## src/verilog/nvc_pkg.sv

```systemverilog
// Package with the constants of the nonvolatile clock RAM host controller.
package nvc_pkg;
  localparam int ADDR_W = 17;
  localparam int DATA_W = 8;
  localparam logic [16:0] ADDR_CONTROL = 17'h1FFF8;
  localparam logic [16:0] ADDR_SECONDS = 17'h1FFF9;
  localparam logic [16:0] ADDR_MINUTES = 17'h1FFFA;
  localparam logic [16:0] ADDR_HOUR = 17'h1FFFB;
  localparam logic [16:0] ADDR_DAY = 17'h1FFFC;
  localparam logic [16:0] ADDR_DATE = 17'h1FFFD;
  localparam logic [16:0] ADDR_MONTH = 17'h1FFFE;
  localparam logic [16:0] ADDR_YEAR = 17'h1FFFF;
  localparam int CTRL_WRITE_BIT = 7;
  localparam int CTRL_READ_BIT = 6;
  localparam int SEC_HALT_BIT = 7;
  localparam int DAY_FREQ_TEST_BIT = 6;
  // Masks of the bits in use; unused bits are forced to zero on writes.
  localparam logic [7:0] MASK_CONTROL = 8'hC0;
  localparam logic [7:0] MASK_SECONDS = 8'hFF;
  localparam logic [7:0] MASK_MINUTES = 8'h7F;
  localparam logic [7:0] MASK_HOUR = 8'h3F;
  localparam logic [7:0] MASK_DAY = 8'h47;
  localparam logic [7:0] MASK_DATE = 8'h3F;
  localparam logic [7:0] MASK_MONTH = 8'h1F;
  localparam logic [7:0] MASK_YEAR = 8'hFF;
  // Timing in ns and the derived cycle counts at 40 MHz.
  localparam int CLK_PERIOD_NS = 25;
  localparam int T_RC_NS = 120;
  localparam int T_WC_NS = 120;
  localparam int T_AS_NS = 0;
  localparam int T_WEW_NS = 75;
  localparam int T_DS_NS = 85;
  localparam int T_DH_NS = 25;
  localparam int T_WR_NS = 10;
  localparam int T_OEZ_NS = 40;
  localparam int T_WEZ_NS = 40;
  localparam int T_AS_CYC = (T_AS_NS + CLK_PERIOD_NS - 1) / CLK_PERIOD_NS < 1 ? 1 :
    (T_AS_NS + CLK_PERIOD_NS - 1) / CLK_PERIOD_NS;
  localparam int T_RC_CYC = (T_RC_NS + CLK_PERIOD_NS - 1) / CLK_PERIOD_NS;
  localparam int T_WEW_CYC = (T_DS_NS > T_WEW_NS ? T_DS_NS : T_WEW_NS) / CLK_PERIOD_NS + 1;
  localparam int T_DH_CYC = (T_DH_NS + CLK_PERIOD_NS - 1) / CLK_PERIOD_NS;
  localparam int T_WR_CYC = (T_WR_NS + CLK_PERIOD_NS - 1) / CLK_PERIOD_NS;
  localparam int T_OFF_CYC = ((T_OEZ_NS > T_WEZ_NS ? T_OEZ_NS : T_WEZ_NS)
    + CLK_PERIOD_NS - 1) / CLK_PERIOD_NS;
  localparam logic [3:0] CNT_W0 = 4'h0;
  typedef enum logic [5:0] {
    NVC_IDLE = 6'h01,
    NVC_SETUP = 6'h02,
    NVC_READ = 6'h04,
    NVC_STROBE = 6'h08,
    NVC_HOLD = 6'h10,
    NVC_RECOVER = 6'h20
  } nvc_state_t;
endpackage

```

## src/verilog/nvc_host.sv

```systemverilog
// Host controller that drives the bytewide clock RAM strobes and bus.
`timescale 1ns/1ps
module nvc_host (
  // Clock and reset
  input wire logic ref_clk,
  input wire logic rstn,
  // User request port
  input wire logic req_valid,
  input wire logic req_write,
  input wire logic [16:0] req_addr,
  input wire logic [7:0] req_wdata,
  output logic req_ready,
  output logic rsp_valid,
  output logic [7:0] rsp_rdata,
  output logic rsp_refused,
  // Device status
  input wire logic power_fail_flag_n,
  output logic power_fail,
  // Device pins
  output logic ce_n,
  output logic we_n,
  output logic oe_n,
  output logic [16:0] addr,
  input wire logic [7:0] dq_in,
  output logic [7:0] dq_out,
  output logic dq_oe_n
);
  nvc_pkg::nvc_state_t state;
  nvc_pkg::nvc_state_t next_state;
  logic [3:0] cnt;
  logic [7:0] dq_sync;
  logic pf_sync;
  logic is_write;
  logic cnt_done;

  // Clears unused timekeeping bits so host writes never set them.
  function automatic logic [7:0] clean_data(input logic [16:0] a, input logic [7:0] d);
    case (a)
      nvc_pkg::ADDR_CONTROL: clean_data = d & nvc_pkg::MASK_CONTROL;
      nvc_pkg::ADDR_SECONDS: clean_data = d & nvc_pkg::MASK_SECONDS;
      nvc_pkg::ADDR_MINUTES: clean_data = d & nvc_pkg::MASK_MINUTES;
      nvc_pkg::ADDR_HOUR: clean_data = d & nvc_pkg::MASK_HOUR;
      nvc_pkg::ADDR_DAY: clean_data = d & nvc_pkg::MASK_DAY;
      nvc_pkg::ADDR_DATE: clean_data = d & nvc_pkg::MASK_DATE;
      nvc_pkg::ADDR_MONTH: clean_data = d & nvc_pkg::MASK_MONTH;
      nvc_pkg::ADDR_YEAR: clean_data = d & nvc_pkg::MASK_YEAR;
      default: clean_data = d;
    endcase
  endfunction

  nvc_sync #(.WIDTH(9)) u_sync (
    .ref_clk(ref_clk),
    .rstn(rstn),
    .async_in({power_fail_flag_n, dq_in}),
    .sync_out({pf_sync, dq_sync})
  );

  // The flag is inverted and synchronised; while it is low the host refuses requests and skips the access.
  assign power_fail = ~pf_sync;
  assign cnt_done = (cnt == nvc_pkg::CNT_W0);
  // Requests are refused while power fails, because the device ignores them.
  assign req_ready = (state == nvc_pkg::NVC_IDLE);

  always_comb begin
    next_state = state;
    case (state)
      nvc_pkg::NVC_IDLE: begin
        if (req_valid) begin
          next_state = pf_sync ? nvc_pkg::NVC_SETUP : nvc_pkg::NVC_RECOVER;
        end
      end
      nvc_pkg::NVC_SETUP: begin
        if (cnt_done) begin
          next_state = is_write ? nvc_pkg::NVC_STROBE : nvc_pkg::NVC_READ;
        end
      end
      nvc_pkg::NVC_READ: begin
        if (cnt_done) begin
          next_state = nvc_pkg::NVC_RECOVER;
        end
      end
      nvc_pkg::NVC_STROBE: begin
        if (cnt_done) begin
          next_state = nvc_pkg::NVC_HOLD;
        end
      end
      nvc_pkg::NVC_HOLD: begin
        if (cnt_done) begin
          next_state = nvc_pkg::NVC_RECOVER;
        end
      end
      nvc_pkg::NVC_RECOVER: begin
        if (cnt_done) begin
          next_state = nvc_pkg::NVC_IDLE;
        end
      end
      default: next_state = nvc_pkg::NVC_IDLE;
    endcase
  end

  always_ff @(posedge ref_clk or negedge rstn) begin
    if (!rstn) begin
      state <= nvc_pkg::NVC_IDLE;
    end else begin
      state <= next_state;
    end
  end

  // Phase counter loaded on each state change.
  always_ff @(posedge ref_clk or negedge rstn) begin
    if (!rstn) begin
      cnt <= 4'h0;
    end else if (next_state != state) begin
      case (next_state)
        nvc_pkg::NVC_SETUP: cnt <= 4'(nvc_pkg::T_AS_CYC - 1);
        nvc_pkg::NVC_READ: cnt <= 4'(nvc_pkg::T_RC_CYC - 1);
        nvc_pkg::NVC_STROBE: cnt <= 4'(nvc_pkg::T_WEW_CYC - 1);
        nvc_pkg::NVC_HOLD: cnt <= 4'(nvc_pkg::T_DH_CYC - 1);
        nvc_pkg::NVC_RECOVER: cnt <= 4'(nvc_pkg::T_WR_CYC + nvc_pkg::T_OFF_CYC - 1);
        default: cnt <= 4'h0;
      endcase
    end else if (!cnt_done) begin
      cnt <= cnt - 4'h1;
    end
  end

  // Address and write data are taken once and held through the cycle.
  always_ff @(posedge ref_clk or negedge rstn) begin
    if (!rstn) begin
      addr <= 17'h00000;
      dq_out <= 8'h00;
      is_write <= 1'b0;
    end else if (state == nvc_pkg::NVC_IDLE && req_valid) begin
      addr <= req_addr;
      dq_out <= clean_data(req_addr, req_wdata);
      is_write <= req_write;
    end
  end

  // Strobes come from flops so the pins are glitch free.
  always_ff @(posedge ref_clk or negedge rstn) begin
    if (!rstn) begin
      ce_n <= 1'b1;
      we_n <= 1'b1;
      oe_n <= 1'b1;
      dq_oe_n <= 1'b1;
    end else begin
      ce_n <= !(next_state inside {nvc_pkg::NVC_SETUP, nvc_pkg::NVC_READ,
        nvc_pkg::NVC_STROBE});
      // Write starts on strobe fall after select is already low.
      we_n <= !(next_state == nvc_pkg::NVC_STROBE);
      // Gate stays high in writes so the bus never has two drivers.
      oe_n <= !(next_state == nvc_pkg::NVC_READ);
      // Data is driven from strobe through hold, past the end of write.
      dq_oe_n <= !(is_write && next_state inside {nvc_pkg::NVC_STROBE,
        nvc_pkg::NVC_HOLD});
    end
  end

  // Read data is sampled at the end of the access, after access time.
  always_ff @(posedge ref_clk or negedge rstn) begin
    if (!rstn) begin
      rsp_valid <= 1'b0;
      rsp_rdata <= 8'h00;
      rsp_refused <= 1'b0;
    end else begin
      rsp_valid <= 1'b0;
      rsp_refused <= 1'b0;
      if (state == nvc_pkg::NVC_IDLE && req_valid && !pf_sync) begin
        rsp_valid <= 1'b1;
        rsp_refused <= 1'b1;
      end else if (state == nvc_pkg::NVC_READ && cnt_done) begin
        rsp_valid <= 1'b1;
        rsp_rdata <= dq_sync;
      end else if (state == nvc_pkg::NVC_HOLD && cnt_done) begin
        rsp_valid <= 1'b1;
      end
    end
  end

  chk_write_gate_high: assert property (@(posedge ref_clk) disable iff (!rstn)
    !we_n |-> oe_n) else $error("Output gate low during write.");
  chk_write_select_low: assert property (@(posedge ref_clk) disable iff (!rstn)
    !we_n |-> !ce_n) else $error("Write strobe without select.");
  chk_data_driven: assert property (@(posedge ref_clk) disable iff (!rstn)
    $rose(we_n) |-> !dq_oe_n) else $error("Data released at write end.");
  chk_addr_stable: assert property (@(posedge ref_clk) disable iff (!rstn)
    !ce_n && !$past(ce_n) |-> $stable(addr)) else $error("Address moved.");
  chk_recovery_gap: assert property (@(posedge ref_clk) disable iff (!rstn)
    $rose(ce_n) |-> ce_n [*3]) else $error("Recovery too short.");
  chk_strobe_width: assert property (@(posedge ref_clk) disable iff (!rstn)
    $fell(we_n) |-> !we_n [*4]) else $error("Write strobe too short.");
  chk_unused_zero: assert property (@(posedge ref_clk) disable iff (!rstn)
    !we_n && addr == nvc_pkg::ADDR_CONTROL |-> dq_out[5:0] == 6'h00)
    else $error("Unused bits written.");
  chk_pf_block: assert property (@(posedge ref_clk) disable iff (!rstn)
    req_valid && req_ready && !pf_sync |=> rsp_refused && ce_n)
    else $error("Access during power fail.");
  cov_read: cover property (@(posedge ref_clk) disable iff (!rstn)
    $fell(oe_n) ##[1:10] rsp_valid && !rsp_refused);
  cov_write: cover property (@(posedge ref_clk) disable iff (!rstn) $rose(we_n));
  cov_refused: cover property (@(posedge ref_clk) disable iff (!rstn) rsp_refused);
endmodule

```

## src/verilog/nvc_sync.sv

```systemverilog
// Two-flop synchroniser for levels entering from the device pins.
`timescale 1ns/1ps
module nvc_sync #(
  parameter int WIDTH = 1
) (
  // Clock and reset
  input wire logic ref_clk,
  input wire logic rstn,
  // Level in and out
  input wire logic [WIDTH-1:0] async_in,
  output logic [WIDTH-1:0] sync_out
);
  logic [WIDTH-1:0] meta;
  always_ff @(posedge ref_clk or negedge rstn) begin
    if (!rstn) begin
      meta <= '0;
      sync_out <= '0;
    end else begin
      meta <= async_in;
      sync_out <= meta;
    end
  end
endmodule

```

## config.mk

```make
export PLATFORM = sky130hd
export DESIGN_NAME = nvc_host
export DESIGN_NICKNAME = d
export VERILOG_FILES = /design/src/verilog/nvc_pkg.sv /design/src/verilog/nvc_host.sv /design/src/verilog/nvc_sync.sv
export SDC_FILE = /design/constraint.sdc
export NUM_CORES = 1
export LEC_CHECK = 0
export ABC_CLOCK_PERIOD_IN_PS = 2000
export BUFFER_PORTS_ARGS = -buffer_cell sky130_fd_sc_hd__buf_2
export CAP_MARGIN = 20
export CORE_UTILIZATION = 30
export DETAILED_ROUTE_END_ITERATION = 8
export HOLD_SLACK_MARGIN = 0.12
export PLACE_DENSITY = 0.51
export SYNTH_ARGS = -nofsm -noshare
export SYNTH_HDL_FRONTEND = slang
export SYNTH_SLANG_ARGS = --single-unit
```

## constraint.sdc

```tcl
create_clock -name ref_clk -period 2 [get_ports ref_clk]
set_input_delay 0.3 -clock ref_clk [delete_from_list [all_inputs] [get_ports ref_clk]]
set_output_delay 0.3 -clock ref_clk [all_outputs]
set_load 0.005 [all_outputs]
```

After elaboration in Yosys (flattened, before gate mapping)
Index checks and enable logic that the tools add are counted.

word-level totals
  output and inout bits = 41
  register bits after elaboration = 68
  input bits = 38
  word-level logic and storage cells = 68

cells by class
  bitwise gates (word level) = 2
  eq/ne operators = 19
  reductions and logical operators = 16
  $add $sub $neg = 1
  muxes and demuxes = 16

operators with widths
  kind                  number
  $eq 17x17->1 const B  6
  $pmux 8 s5            1
  $mux 6                6
  $pmux 6 s5            1
  $eq 6x2->1 const B    2
  $eq 6x3->1 const B    2
  $eq 6x4->1 const B    2
  $eq 6x5->1 const B    2
  $eq 6x6->1 const B    2
  $mux 4                3
  $pmux 3 s3            1
  $eq 6x1->1 const B    1
  $ne 6x6->1            1
  $logic_and 1x1->1     5
  $logic_not 1->1       5
  $logic_not 4->1       1
  $mux 1                4
  $reduce_or 2->1       2
  $sub 4x1->4 const B   1
  $reduce_bool 3->1     1
  $ne 2x1->1 const B    1
  $not 1->1             2
  $reduce_and 2->1      1
  $reduce_bool 2->1     1

Longest topological paths before layout
  depth after elaboration = 7
  gate-level depth with buffers = 9
  gate-level depth less buffers = 8

Modules after synthesis
Synthesis repeated with hierarchy kept, for this count alone.

second synthesis, totals
  cells, all modules = 260
  area, all modules = 2791.4 sq um

by module, submodules not included
  module    cells each  instances  seq. area each (sq um)  area an instance (sq um)
  nvc_host  242         1          1257.5                  2341.0
  nvc_sync  18          1          450.4                   450.4

Worst setup path before layout
OpenSTA, ideal clock, no wires.

  kind = reg-to-reg
  from = reg cnt[0]
  to = reg ce_n
  data required time = 1.912 ns
  setup time = 0.088 ns
  period minus slack after synthesis = 1.785 ns
  arrival time = 1.697 ns
  path buffers = 0
  stages on the path, launching flop included = 8
  setup slack = 0.215 ns
  cell sequence = dfrtp_1 inv_1 ha_1 or3b_4 nand4_1 a21oi_1 or2_1 or3_1

on the way
  longest elaborated chain between the ends = 6
  elaborated cells between the ends (all ways) = 11
  those cells by class = eq/ne (3); mux (5); reduce/logical (3)

ends and longest elaborated chain
  what                                      RTL line         RTL
  start, declared                           nvc_host.sv:30   logic [3:0] cnt;
  start signal, assigned                    nvc_host.sv:115  nvc_pkg::NVC_SETUP: cnt <= 4'(nvc_pkg::T_AS_CYC - 1);
  start signal, assigned                    nvc_host.sv:116  nvc_pkg::NVC_READ: cnt <= 4'(nvc_pkg::T_RC_CYC - 1);
  start signal, assigned                    nvc_host.sv:117  nvc_pkg::NVC_STROBE: cnt <= 4'(nvc_pkg::T_WEW_CYC - 1);
  $logic_not 4->1 (*)                       nvc_host.sv:60   assign cnt_done = (cnt == nvc_pkg::CNT_W0);
  $mux 6 (on tied branches)                 -
  $pmux 6 s5 (*)                            nvc_host.sv:66   case (state)
  via next_state[5]                         nvc_host.sv:29   nvc_pkg::nvc_state_t next_state;
  $eq 6x2->1, or another cell as far along  nvc_host.sv:148  ce_n <= !(next_state inside {nvc_pkg::NVC_SETUP, nvc_pkg::NVC_READ,
  $reduce_bool 3->1 (*)                     nvc_host.sv:148
  $logic_not 1->1 (*)                       nvc_host.sv:148
  end signal, assigned                      nvc_host.sv:148
  end, declared                             nvc_host.sv:20   output logic ce_n,

The timed path passes the listed nets; every way through them passes the cells marked *.
A chain may end at the register's enable or synchronous reset.

Worst setup path after layout
  from = reg cnt[1]
  to = reg ce_n

The elaborated chain is that of the path after synthesis.

==> results.py <==
metrics = {
    "sta": {
        "maxSlewHeadroom_pct": 68.9,
        "skew_ns": 0.00380,
        "timing_hold_violations_final": 0,
        "whs_ns": 0.162,
        "max_freq_mhz": 530,
        "finalMaxSlewViolations": 0,
        "finalSetupViolations": 0,
        "tightest_slew_ns": 0.466,
        "finalCritPeriodShare_pct": 94.3,
        "setup_tns_ns": 0,
        "rsz0062_at_grt": "yes",
        "period_needed_ns": 1.89,
    },
    "critical_path": {
        "worstSetupPathType": "reg -> reg",
        "critPathTopFamily": "simple AND/OR/NAND/NOR gates",
        "cpPeakStageDelay_ns": 0.41,
        "arrival_ns": 2.16,
        "startpoint_type": "register",
        "endpoint_kind": "register",
        "crit_buf_inv": 1,
        "cp_max_fo": 5,
        "cp_cell_sequence": "inv_2 > ha_4 > or3b_4 > nand4_1 > a21oi_1 > or2_1 > or3_4",
        "critPathSlowestCell": "or3b_4",
        "worstPathRequired_ns": 2.27,
    },
    "synthesis": {
        "yosysSeqAreaShare_pct": 60.7,
        "syn_inst": 265,
        "syn-num-nets": 304,
        "synth_warnings": 0,
        "synth-seq-cells": 68,
        "synth_top_area_share_pct": 56.1,
        "synth_area_leaders": "dfrtp_1 (56%), nand2_1 (9.7%), dfstp_2 (4.7%)",
        "synth_cell_types": 49,
        "netlist_area_um2": 2810,
        "synth_area_leader_cell": "dfrtp_1",
        "avgSynthCellArea_um2": 10.6,
    },
    "route": {
        "route.detailed.wl_per_inst_um": 13.3,
        "routed_via_density": 4.68,
        "ant_nets": 0,
        "drtIter0Drc": 47,
        "vias": 2212,
        "drtPass1Iterations": 4,
        "drc": 0,
        "routed_wl_um": 6300,
    },
    "power_and_ir_drop": {
        "vdd_drop_max_mv": 0.585,
        "power.total_mw": 5.29,
        "p_per_area_nw_per_um2": 1450,
        "cellLeakagePower_nw": 1.83,
    },
    "global_routing": {
        "grt-ovfl-total": 0,
        "grt_pass1_vias": 2256,
        "antenna_found_initial": 0,
        "gr-usage-all-layers_pct": 14.2,
        "grt_pass1_wl_um": 10700,
        "grt_max_degree": 69,
    },
    "die": {
        "rows": 34,
        "start_util_pct": 31.6,
        "core_um2": 8890,
        "die_area_um2": 9760,
        "die_w_um": 98.8,
        "die_y_um": 98.8,
        "ioPinCount": 79,
    },
    "place": {
        "hpwlAfterDp_um": 4290,
        "place_area_um2": 3330,
        "gp_congestion": 0.826,
        "io_buffers": 78,
    },
    "layout": {
        "fillers": 879,
        "drive_gt1_share_pct": 35.6,
        "num_antenna_cells": 0,
        "fin_util_pct": 41.0,
        "areaGrowthSynthToFinish_pct": 29.6,
        "final_cell_area_um2": 3640,
        "fin_nets": 399,
    },
    "run": {
        "maxCapViolations": 0,
    },
    "clock_network": {
        "cts_tree": "done",
        "postCtsSetupBuffers": 0,
        "cts_buffer_depth": 2,
        "cts_sinks": 68,
        "htreeDepth": 3,
        "clk_root_buffer_cell": "clkbuf_8",
        "cts_inserted_buffers": 9,
        "insertion_delay_ns": 0.34,
        "path_clk_slew_ns": 0.07,
    },
    "worst_hold_path": {
        "hold_path_class": "in -> reg",
    },
    "outcome": {
        "outcome": "finished, final reports clean",
    },
}
[sequential cells by signal (all words and copies together), names as in the netlist]
register and cells:
we_n 1, u_sync.sync_out 9, u_sync.meta 9, rsp_rdata 8, addr 17, oe_n 1, is_write 1, cnt 4
rsp_refused 1, dq_out 8, rsp_valid 1, state 6, dq_oe_n 1, ce_n 1
[repair_timing]
action	in CTS	in global routing
endpoints found under the setup margin	0	4
resized for setup	0	7
endpoints found under the hold margin	72	0
hold buffers	10	0
[tightest hold or removal path: cells and delay by family]
| family | cells | cell delay (ns) |
|---|---|---|
| AND/OR/NAND/NOR | 2 | 0.09 |
| buffers and inverters | 1 | 0.09 |
[layout make-up]
type | count | area [µm²] | share of cell area (%)
well taps | 108 | 135 | 3.71
inverters | 7 | 27.5 | 0.755
clock inverters | 5 | 52.6 | 1.44
flip-flops and latches | 68 | 1710 | 46.9
multi-input cells | 176 | 1010 | 27.6
clock buffers | 11 | 131 | 3.61
repair buffers | 98 | 582 | 16.0
[metal layers]
layer,up-vias,wire [µm],GRT usage [%]
li1,1076,-,-
met1,1064,2950,17.6
met2,63,2880,22.5
met3,9,353,4.61
met4,0,110,6.20
met5,-,0,0
[report_power, final]
group          switching (mW)  leakage (nW)  internal (mW)
registers               0.308         0.839           1.85
logic                    1.09         0.895          0.961
clock network           0.512        0.0931          0.570
total                    1.91          1.83           3.38
[synth_stat cells, drive strengths merged]
library cell	instances
a211o	1
a21o	1
a21oi	8
a22oi	1
a32o	1
and2	1
and3	2
and4	1
and4b	1
buf	10
clkbuf	4
clkinv	1
dfrtp	63
dfstp	5
ha	1
inv	6
mux2	9
nand2	73
nand2b	2
nand3	5
nand3b	1
nand4	7
nand4b	1
nor2	12
nor2b	6
nor3	4
nor3b	1
nor4	2
nor4bb	1
o211ai	1
o21a	1
o21ai	15
o221ai	1
o22ai	1
o31ai	2
o32ai	1
or2	2
or3	3
or3b	2
xnor2	3
xor2	2
[cell usage in the layout (no fill, tap or decap), types with 2 or more instances in the layout]
master	count
nor2_4	2
nand3_1	5
clkbuf_8	9
nand2_1	73
nor2_1	10
a21oi_1	8
o31ai_1	2
clkbuf_1	2
nand2b_1	2
o21ai_1	4
buf_4	8
inv_2	2
o21ai_0	10
nand4_1	7
xnor2_1	3
and3_1	2
dfrtp_1	63
dlygate4sd3_1	10
nor2b_1	6
mux2_2	9
dfstp_2	5
or3_1	2
nor3_1	3
xor2_1	2
inv_1	4
clkinv_2	4
buf_2	78
[through the flow]
stage | std cells | setup slack [ns]
6_report | 473 | 0.114
5_1_grt | 473 | -0.0162
4_1_cts | 473 | 0.0304
3_5_place_dp | 447 | 0.0432
3_3_place_gp | 447 | 0.114
2_1_floorplan | 265 | 0.215
[cells by family after synthesis]
logic type | count (synthesis) | synth area share [%]
AO/OA/AOI/OAI | 34 | 7.39
buffers and inverters | 21 | 4.27
multiplexers | 9 | 3.60
flip-flops | 68 | 60.7
AND/OR/NAND/NOR | 127 | 22.0
adder cells (fa/ha/maj) | 1 | 0.445
XOR/XNOR | 5 | 1.56
[path summary, 6_finish.rpt]
| kind | from | depth (start not counted) | slack (ns) | end |
|---|---|---|---|---|
| max | cnt[1] | 7 | 0.11 | ce_n |
| min | req_addr[8] | 3 | 0.16 | addr[8] |
| max in group asynchronous | rstn | 3 | 1.17 | ce_n |
| min reg2reg | u_sync.meta[4] | 0 | 0.35 | u_sync.sync_out[4] |
| min in group asynchronous | rstn | 3 | 0.48 | addr[11] |
| max reg2reg | cnt[1] | 7 | 0.11 | ce_n |
(Power assumes the default switching activity.)
